$ cat config.mk
export PLATFORM = sky130hd
export DESIGN_NAME = canid_slice
export DESIGN_NICKNAME = d
export VERILOG_FILES = /design/src/core/canid_pkg.sv /design/src/core/canid_slice.sv /design/src/core/canid_quantum.sv
export SDC_FILE = /design/constraint.sdc
export NUM_CORES = 1
export LEC_CHECK = 0
export ABC_AREA = 1
export BUFFER_PORTS_ARGS = -buffer_cell sky130_fd_sc_hd__buf_2
export CAP_MARGIN = 15
export CELL_PAD_IN_SITES_DETAIL_PLACEMENT = 1
export CELL_PAD_IN_SITES_GLOBAL_PLACEMENT = 1
export CORE_MARGIN = 1
export CORE_UTILIZATION = 41
export CTS_CLUSTER_SIZE = 16
export DETAILED_ROUTE_END_ITERATION = 8
export GPL_TIMING_DRIVEN = 0
export PLACE_DENSITY = 0.93
export RECOVER_POWER = 50
export SETUP_SLACK_MARGIN = 0.15
export SYNTH_ARGS = -nofsm -noshare
export SYNTH_HDL_FRONTEND = slang
export SYNTH_HIERARCHICAL = 1
export SYNTH_SLANG_ARGS = --single-unit
export TNS_END_PERCENT = 10
$ cat constraint.sdc
create_clock -name clk -period 3.64 [get_ports clk]
set_clock_uncertainty 0.1 [all_clocks]
set_input_delay 0.728 -clock clk [delete_from_list [all_inputs] [get_ports clk]]
set_output_delay 0.728 -clock clk [all_outputs]
set_load 0.02 [all_outputs]
$ cat src/core/canid_pkg.sv
/*
 package for the transmit identifier, bit timing and pin control slice:
 register offsets, field positions, reset values, carrier structs.
 assumes a 32-bit apb master with one aligned word per register.
*/
package canid_pkg;
   localparam logic [7:0] OFF_IDENT_LOW   = 8'h00;
   localparam logic [7:0] OFF_EXT_HIGH    = 8'h04;
   localparam logic [7:0] OFF_TIMING_ONE  = 8'h08;
   localparam logic [7:0] OFF_PIN_CTRL    = 8'h0c;
   localparam logic [7:0] OFF_IDENT_HIGH  = 8'h10;
   localparam logic [7:0] OFF_EXT_LOW     = 8'h14;
   localparam logic [7:0] OFF_MODE        = 8'h18;
   localparam logic [7:0] OFF_STATUS      = 8'h1c;

   localparam int POS_EXT_SEL   = 3;
   localparam int POS_AUX_SRC   = 7;
   localparam int POS_AUX_EN    = 6;
   localparam int POS_DRIVE_HI  = 5;
   localparam int POS_CAPTURE   = 4;
   localparam int POS_CLK_SRC   = 0;

   localparam logic [7:0] IDENT_LOW_MASK = 8'heb;
   localparam logic [7:0] PIN_CTRL_MASK  = 8'hf1;
   localparam logic [7:0] TIMING_RESET   = 8'h00;
   localparam logic [7:0] PIN_RESET      = 8'h00;
   localparam logic [2:0] MODE_CONFIG    = 3'h4;
   localparam logic [2:0] MODE_RESET     = 3'h4;

   typedef struct packed {
      logic [1:0] jump_code;
      logic [5:0] prescale_code;
   } canid_timing_t;

   typedef struct packed {
      logic       aux_tx_source_select;
      logic       aux_tx_pin_enable;
      logic       recessive_drive_high;
      logic       receive_capture_enable;
      logic [2:0] unused;
      logic       can_clock_source;
   } canid_pins_t;
endpackage

$ cat src/core/canid_slice.sv
/*
 transmit identifier storage, first bit timing register and can pin control
 behind an apb slave. assumes the frame engine drives tx_bit_dominant and
 consumes the assembled identifier, and that pins outside resolve enables.
*/
`timescale 1ns/1ns
`default_nettype none
// Function
// - extended select set sends 29-bit id, standard bits become id 28..18.
// - extended select clear sends 11-bit id, ignores extended bits 17..0.
// - low register bits 7..5 hold standard 2..0 or extended 20..18.
// - extended select at bit 3, extended bits 17..16 at bits 1..0.
// - extended high register holds bits 15..8, unused for standard frames.
// - low register bits 4 and 2, pin control bits 3..1 read zero.
// - jump width equals field plus one quanta, 1 to 4.
// - quantum is 2*(prescaler+1) clock periods, 2 to 128.
// - aux source set outputs can clock, clear copies main transmit.
// - aux enable set drives aux pin, clear leaves general-purpose io.
// - drive-high set drives recessive high, clear tri-states recessive.
// - capture enable routes message-received to capture unit one.
// - clock source set selects oscillator, clear selects pll.
// - timing and pin control reset to zero, identifiers undefined.
module canid_slice
(
   input  wire logic        clk,
   input  wire logic        rst_n,
   input  wire logic        psel,
   input  wire logic        penable,
   input  wire logic        pwrite,
   input  wire logic [7:0]  paddr,
   input  wire logic [31:0] pwdata,
   output logic [31:0]      prdata,
   output logic             pready,
   output logic             pslverr,
   input  wire logic        osc_clk_en,
   input  wire logic        pll_clk_en,
   input  wire logic        tx_bit_dominant,
   input  wire logic        msg_received,
   input  wire logic        port_c_pin_two,
   input  wire logic        gpio_aux_out,
   input  wire logic        gpio_aux_oe,
   output logic             main_tx_pin_out,
   output logic             main_tx_pin_oe,
   output logic             aux_tx_pin_out,
   output logic             aux_tx_pin_oe,
   output logic             capture_unit_one_in,
   output logic [28:0]      tx_identifier,
   output logic             tx_extended,
   output logic [2:0]       resync_jump_width,
   output logic             quantum_tick,
   output logic [2:0]       op_mode
);
   logic [7:0]                 ident_low_q;
   logic [7:0]                 ident_high_q;
   logic [7:0]                 ext_high_q;
   logic [7:0]                 ext_low_q;
   canid_pkg::canid_timing_t   timing_q;
   canid_pkg::canid_pins_t     pins_q;
   logic [2:0]                 mode_q;
   logic                       wr_en;
   logic                       rd_en;
   logic                       known;
   logic                       cfg_mode;
   logic                       can_clk_en;
   logic                       can_clk_q;
   logic [1:0]                 pin_sync_q;
   logic [7:0]                 rd_byte;

   assign pready  = 1'b1;
   assign wr_en   = psel && penable && pwrite;
   assign rd_en   = psel && penable && !pwrite;
   assign cfg_mode = (mode_q == canid_pkg::MODE_CONFIG);
   assign op_mode = mode_q;

   always_comb
   begin
      known = 1'b1;
      rd_byte = 8'h00;
      unique case (paddr)
         canid_pkg::OFF_IDENT_LOW:  rd_byte = ident_low_q & canid_pkg::IDENT_LOW_MASK;
         canid_pkg::OFF_EXT_HIGH:   rd_byte = ext_high_q;
         canid_pkg::OFF_TIMING_ONE: rd_byte = timing_q;
         canid_pkg::OFF_PIN_CTRL:   rd_byte = pins_q & canid_pkg::PIN_CTRL_MASK;
         canid_pkg::OFF_IDENT_HIGH: rd_byte = ident_high_q;
         canid_pkg::OFF_EXT_LOW:    rd_byte = ext_low_q;
         canid_pkg::OFF_MODE:       rd_byte = {5'h00, mode_q};
         canid_pkg::OFF_STATUS:     rd_byte = {7'h00, can_clk_q};
         default:                   known = 1'b0;
      endcase
   end

   assign pslverr = psel && penable && !known;

   always_ff @(posedge clk)
   begin
      if (!rst_n)
         prdata <= 32'h0000_0000;
      else if (rd_en)
         prdata <= {24'h00_0000, rd_byte};
   end

   // identifiers have no reset value: left undefined like the storage cells
   always_ff @(posedge clk)
   begin
      if (wr_en && paddr == canid_pkg::OFF_IDENT_LOW)
         ident_low_q <= pwdata[7:0] & canid_pkg::IDENT_LOW_MASK;
      if (wr_en && paddr == canid_pkg::OFF_EXT_HIGH)
         ext_high_q <= pwdata[7:0];
      if (wr_en && paddr == canid_pkg::OFF_IDENT_HIGH)
         ident_high_q <= pwdata[7:0];
      if (wr_en && paddr == canid_pkg::OFF_EXT_LOW)
         ext_low_q <= pwdata[7:0];
   end

   always_ff @(posedge clk)
   begin
      if (!rst_n)
         timing_q <= canid_pkg::TIMING_RESET;
      else if (wr_en && paddr == canid_pkg::OFF_TIMING_ONE && cfg_mode)
         timing_q <= pwdata[7:0];
   end

   always_ff @(posedge clk)
   begin
      if (!rst_n)
         pins_q <= canid_pkg::PIN_RESET;
      else if (wr_en && paddr == canid_pkg::OFF_PIN_CTRL)
         pins_q <= pwdata[7:0] & canid_pkg::PIN_CTRL_MASK;
   end

   always_ff @(posedge clk)
   begin
      if (!rst_n)
         mode_q <= canid_pkg::MODE_RESET;
      else if (wr_en && paddr == canid_pkg::OFF_MODE)
         mode_q <= pwdata[2:0];
   end

   // identifier assembly for the frame engine
   always_ff @(posedge clk)
   begin
      if (!rst_n)
      begin
         tx_identifier <= 29'h0000_0000;
         tx_extended   <= 1'b0;
      end
      else
      begin
         tx_extended <= ident_low_q[canid_pkg::POS_EXT_SEL];
         if (ident_low_q[canid_pkg::POS_EXT_SEL])
            tx_identifier <= {ident_high_q, ident_low_q[7:5], ident_low_q[1:0],
                              ext_high_q, ext_low_q};
         else
            tx_identifier <= {18'h0_0000, ident_high_q, ident_low_q[7:5]};
      end
   end

   always_ff @(posedge clk)
   begin
      if (!rst_n)
         resync_jump_width <= 3'h1;
      else
         resync_jump_width <= {1'b0, timing_q.jump_code} + 3'h1;
   end

   // clock choice: both sources arrive as enables on the one clock
   assign can_clk_en = pins_q.can_clock_source ? osc_clk_en : pll_clk_en;

   canid_quantum u_quantum
   (
      .clk           (clk),
      .rst_n         (rst_n),
      .can_clk_en    (can_clk_en),
      .prescale_code (timing_q.prescale_code),
      .quantum_tick  (quantum_tick)
   );

   // can clock for the aux pin toggles on each selected enable
   always_ff @(posedge clk)
   begin
      if (!rst_n)
         can_clk_q <= 1'b0;
      else if (can_clk_en)
         can_clk_q <= !can_clk_q;
   end

   // pin input from outside: two flops before use
   always_ff @(posedge clk)
   begin
      if (!rst_n)
         pin_sync_q <= 2'h0;
      else
         pin_sync_q <= {pin_sync_q[0], port_c_pin_two};
   end

   always_ff @(posedge clk)
   begin
      if (!rst_n)
         capture_unit_one_in <= 1'b0;
      else if (pins_q.receive_capture_enable)
         capture_unit_one_in <= msg_received;
      else
         capture_unit_one_in <= pin_sync_q[1];
   end

   // recessive is high; tri-state recessive avoids fighting a wired bus
   always_ff @(posedge clk)
   begin
      if (!rst_n)
      begin
         main_tx_pin_out <= 1'b1;
         main_tx_pin_oe  <= 1'b0;
      end
      else
      begin
         main_tx_pin_out <= !tx_bit_dominant;
         main_tx_pin_oe  <= tx_bit_dominant || pins_q.recessive_drive_high;
      end
   end

   always_ff @(posedge clk)
   begin
      if (!rst_n)
      begin
         aux_tx_pin_out <= 1'b0;
         aux_tx_pin_oe  <= 1'b0;
      end
      else if (pins_q.aux_tx_pin_enable)
      begin
         aux_tx_pin_out <= pins_q.aux_tx_source_select ? can_clk_q : !tx_bit_dominant;
         aux_tx_pin_oe  <= 1'b1;
      end
      else
      begin
         aux_tx_pin_out <= gpio_aux_out;
         aux_tx_pin_oe  <= gpio_aux_oe;
      end
   end

   a_timing_locked: assert property (@(posedge clk) disable iff (!rst_n)
      (wr_en && paddr == canid_pkg::OFF_TIMING_ONE && !cfg_mode) |=> $stable(timing_q))
      else $error("timing written outside config mode");
   a_timing_write: assert property (@(posedge clk) disable iff (!rst_n)
      (wr_en && paddr == canid_pkg::OFF_TIMING_ONE && cfg_mode)
      |=> timing_q == $past(pwdata[7:0])) else $error("timing write lost");
   a_jump_width: assert property (@(posedge clk) disable iff (!rst_n)
      ##1 resync_jump_width == {1'b0, $past(timing_q.jump_code)} + 3'h1)
      else $error("jump width wrong");
   a_std_ident: assert property (@(posedge clk) disable iff (!rst_n)
      !ident_low_q[3] |=> tx_identifier[28:11] == 18'h0_0000 && !tx_extended)
      else $error("standard id carries extended bits");
   a_ext_ident: assert property (@(posedge clk) disable iff (!rst_n)
      ident_low_q[3] |=> tx_identifier[17:16] == $past(ident_low_q[1:0]) && tx_extended)
      else $error("extended bits misplaced");
   a_low_zero: assert property (@(posedge clk) disable iff (!rst_n)
      (rd_en && paddr == canid_pkg::OFF_IDENT_LOW) |=> prdata[4] == 1'b0 && prdata[2] == 1'b0)
      else $error("reserved id bits nonzero");
   a_pin_zero: assert property (@(posedge clk) disable iff (!rst_n)
      (rd_en && paddr == canid_pkg::OFF_PIN_CTRL) |=> prdata[3:1] == 3'h0)
      else $error("reserved pin bits nonzero");
   a_recessive_drive: assert property (@(posedge clk) disable iff (!rst_n)
      (!tx_bit_dominant && !pins_q.recessive_drive_high) |=> !main_tx_pin_oe)
      else $error("recessive not tri-stated");
   a_capture_route: assert property (@(posedge clk) disable iff (!rst_n)
      pins_q.receive_capture_enable |=> capture_unit_one_in == $past(msg_received))
      else $error("capture not routed");
   a_aux_copy: assert property (@(posedge clk) disable iff (!rst_n)
      (pins_q.aux_tx_pin_enable && !pins_q.aux_tx_source_select)
      |=> aux_tx_pin_out == !$past(tx_bit_dominant) && aux_tx_pin_oe)
      else $error("aux pin not copying main");
   a_aux_clock: assert property (@(posedge clk) disable iff (!rst_n)
      (pins_q.aux_tx_pin_enable && pins_q.aux_tx_source_select)
      |=> aux_tx_pin_out == $past(can_clk_q) && aux_tx_pin_oe)
      else $error("aux pin not showing can clock");
   a_clock_source: assert property (@(posedge clk) disable iff (!rst_n)
      (pins_q.can_clock_source && osc_clk_en) |=> can_clk_q != $past(can_clk_q))
      else $error("oscillator not selected");

   c_ext_frame: cover property (@(posedge clk) disable iff (!rst_n) tx_extended);
   c_timing_cfg: cover property (@(posedge clk) disable iff (!rst_n)
      wr_en && paddr == canid_pkg::OFF_TIMING_ONE && cfg_mode);
   c_aux_clock: cover property (@(posedge clk) disable iff (!rst_n)
      pins_q.aux_tx_pin_enable && pins_q.aux_tx_source_select);
endmodule // canid_slice
`default_nettype wire

$ cat src/core/canid_quantum.sv
/*
 time quantum divider: one-cycle enable every 2*(code+1) can clock cycles.
 assumes the code is stable while it runs; a change restarts the count.
*/
`timescale 1ns/1ns
`default_nettype none
module canid_quantum
(
   input  wire logic       clk,
   input  wire logic       rst_n,
   input  wire logic       can_clk_en,
   input  wire logic [5:0] prescale_code,
   output logic            quantum_tick
);
   logic [6:0] count_q;
   logic [6:0] last_q;
   logic [5:0] code_q;

   assign last_q = {prescale_code, 1'b1};

   always_ff @(posedge clk)
   begin
      if (!rst_n)
      begin
         count_q      <= 7'h00;
         code_q       <= 6'h00;
         quantum_tick <= 1'b0;
      end
      else
      begin
         code_q       <= prescale_code;
         quantum_tick <= 1'b0;
         if (code_q != prescale_code)
            count_q <= 7'h00;
         else if (can_clk_en)
         begin
            if (count_q == last_q)
            begin
               count_q      <= 7'h00;
               quantum_tick <= 1'b1;
            end
            else
               count_q <= count_q + 7'h01;
         end
      end
   end

   a_tick_spacing: assert property (@(posedge clk) disable iff (!rst_n)
      quantum_tick |=> !quantum_tick) else $error("quantum tick too close");
endmodule // canid_quantum
`default_nettype wire

==> flow_metrics.tcl <==
set metrics [dict create \
    outcome "finished clean" \
    grt_start_max_net_pins 23 \
    dp_cells 765 \
    io_pins 128 \
    yosys.area.top_type "dfxtp_1" \
    max_clock_freq_mhz 413 \
    layout.cells.non_filler 781 \
    ir_worst_vdd_mv 0.233 \
    nNetsFinal 694 \
    syn_area_per_cell_um2 8.50 \
    wl_mm 13.1 \
    arrival_ps 2330 \
    worstSetupStartpointType "primary input" \
    cap_violations 0 \
    powerDensity_nw_per_um2 415 \
    path_cells "buf_2 -> nand3_1 -> clkbuf_1 -> nor4_2" \
    dp_hpwl_mm 10.0 \
    cp_num_buf_inv 2 \
    num_vias 3911 \
    die_area_um2 11400 \
    antenna_found_initial 0 \
    hold_buffers 0 \
    ys_async_sr_fraction_pct 0 \
    portBuffers 78 \
    firstDrtPassIters 4 \
    netlist_instances 528 \
    synth.area.top_cells "dfxtp_1 (35%), edfxtp_1 (20%), nand2_1 (8.1%)" \
    setup_viol 0 \
    ys.flop_type "dfxtp_1" \
    syn_area_um2 4490 \
    cts_max_level 3 \
    grt_pass1_wl_mm 20.5 \
    cts_setup_buffers 0 \
    die_w_um 107 \
    grt_pass1_vias 4075 \
    grt.total_usage_pct 23.8 \
    synth_edf_count 30 \
    fp.dieH_um 107 \
    root_buffer "clkbuf_8" \
    worstPathMaxFanout 10 \
    numCtsBuffers 9 \
    rsz0062_at_grt "false" \
    ys_seq_elements 109 \
    initial_core_util_pct 42.9 \
    cts_resized 0 \
    layout-drive-gt1-share_pct 15.5 \
    area_delta_synth_final_pct 17.9 \
    drv_slew 0 \
    period_share_pct 66.5 \
    setup_tns_ps 0 \
    avgRoutedWirePerCell_um 16.8 \
    core.rowCount 37 \
    clk_pin_slew_ps 110 \
    synth.distinct_cells 30 \
    final_hold_viol_count 0 \
    antenna_cells 0 \
    multiInputGateArea_um2 1560 \
    crit_family "simple AND/OR/NAND/NOR gates" \
    worstPathRequired_ps 3550 \
    yosys_warnings 6 \
    critPathLaunch "pwrite" \
    max_stage_delay_ps 920 \
    worstHoldStart "pin_sync_q[0]$_SDFF_PN0_" \
    ys_seq_area_share_pct 55.3 \
    worstMarginPinSlew_ps 1040 \
    grt-ovfl-total 0 \
    cts_max_path_buffers 2 \
    gp_congestion 0.844 \
    clock-sinks 109 \
    seq_area_um2 2480 \
    drc 0 \
    p_leak_nw 2.38 \
    synthTopCellsByCount "nand2_1 (97), dfxtp_1 (79), inv_1 (66)" \
    yosysMostFrequentCell "nand2_1" \
    worst-setup-path-type "primary input to flop" \
    insertion_delay_ps 380 \
    hold_path_class "flop to flop" \
    routed_via_density 5.01 \
    crit_path_end_kind "flop" \
    core_um2 10500 \
    postRouteAntennaNets 0 \
    r2r_start "pins_q[0]$_SDFFE_PN0P_" \
    crit_slowest_cell "nor4_2" \
    fillers 1369 \
    cts_tree "done" \
    fin_crit_ps 2420 \
    synth_top_cell_area_share_pct 35.2 \
    drt_iter0_drc 209 \
    slew_headroom_pct 29.8 \
]
## layout by cell type (no fill, tap or decap), types with 26 or more instances in the layout
master	n
nand2_1	98
dfxtp_1	79
inv_1	66
nor2_1	65
clkbuf_1	49
nand3_1	41
o21ai_0	38
buf_2	37
edfxtp_1	30
a21oi_1	27
buf_4	26
## final timing paths
kind / endpoint / slack (ps) / depth (start not counted)
hold reg to reg: pin_sync_q[1]$_SDFF_PN0_ / 330 / 2
setup reg to reg: u_quantum/count_q[2]$_SDFFE_PP0P_ / 1930 / 10
setup / recovery: ext_high_q[0]$_DFFE_PP_ / 1220 / 4
hold / removal: pin_sync_q[1]$_SDFF_PN0_ / 330 / 2
## metal layers
layer | GRT usage [%] | vias to the layer above | part of all wire [%]
li1 | - | 1860 | -
met1 | 25.6 | 1860 | 37
met2 | 44.4 | 150 | 54
met3 | 3.77 | 41 | 5.4
met4 | 12.7 | 0 | 3.8
met5 | 0 | - | 0
## state kept, by name (all words and copies together), names as in the netlist, 2 cells and up
signal             count
ext_low_q              8
ident_low_q            6
u_quantum/count_q      7
pins_q                 5
op_mode                3
ident_high_q           8
u_quantum/code_q       6
tx_identifier         29
pin_sync_q             2
prdata                 8
timing_q               8
ext_high_q             8
resync_jump_width      3
## power breakdown
part           switching [W]  leakage (nW)  internal (W)
Clock               0.000487         0.105      0.000279
Sequential        0.00000730         0.915       0.00126
Combinational       0.000113          1.36     0.0000521
## layout make-up
type / count / area share (%)
plain buffers: 38 / 5.15
clock inverters: 7 / 1.58
repair buffers: 78 / 6.41
well taps: 136 / 3.22
multi-input cells: 334 / 29.4
inverters: 70 / 4.97
clock buffers: 9 / 2.34
flip-flops and latches: 109 / 46.9
## kinds of logic after synthesis
logic type,Yosys count,synth area share (%)
AOI/OAI and AO/OA,69,7.95
muxes,1,0.223
buffers and inverters,108,11.9
and+or+nand+nor,229,22.3
DFF,109,55.3
other,2,0.167
adders and majority gates,2,0.558
xor gates and xnor gates,8,1.56
## metrics by stage
step | cell area, µm² | hold WS, ps | utilization [%] | total power, W | worst slack, ps
after global placement | 5130 | 297 | 49.1 | 0.00145 | 484
final | 5290 | 327 | 50.6 | 0.00220 | 1220
after detailed placement | 5140 | 306 | 49.1 | 0.00146 | 864
after CTS | 5350 | 332 | 51.1 | 0.00220 | 1240
after floorplan | 4570 | 285 | - | 0.00140 | 1110
after global routing | 5290 | 362 | 50.6 | 0.00227 | 1140
## worst reg2reg max path, cell delays in order (launching register included)
cell     delay [ps]
dfxtp_1         360
inv_1           120
nand2_1          70
nand2_1         220
nand2_1         150
nor2_1          130
nand2_1          60
nor2_1          100
nand2_1         100
nand2_2         140
nor2_1           60
No activity file was read; power rests on OpenSTA's default activity.
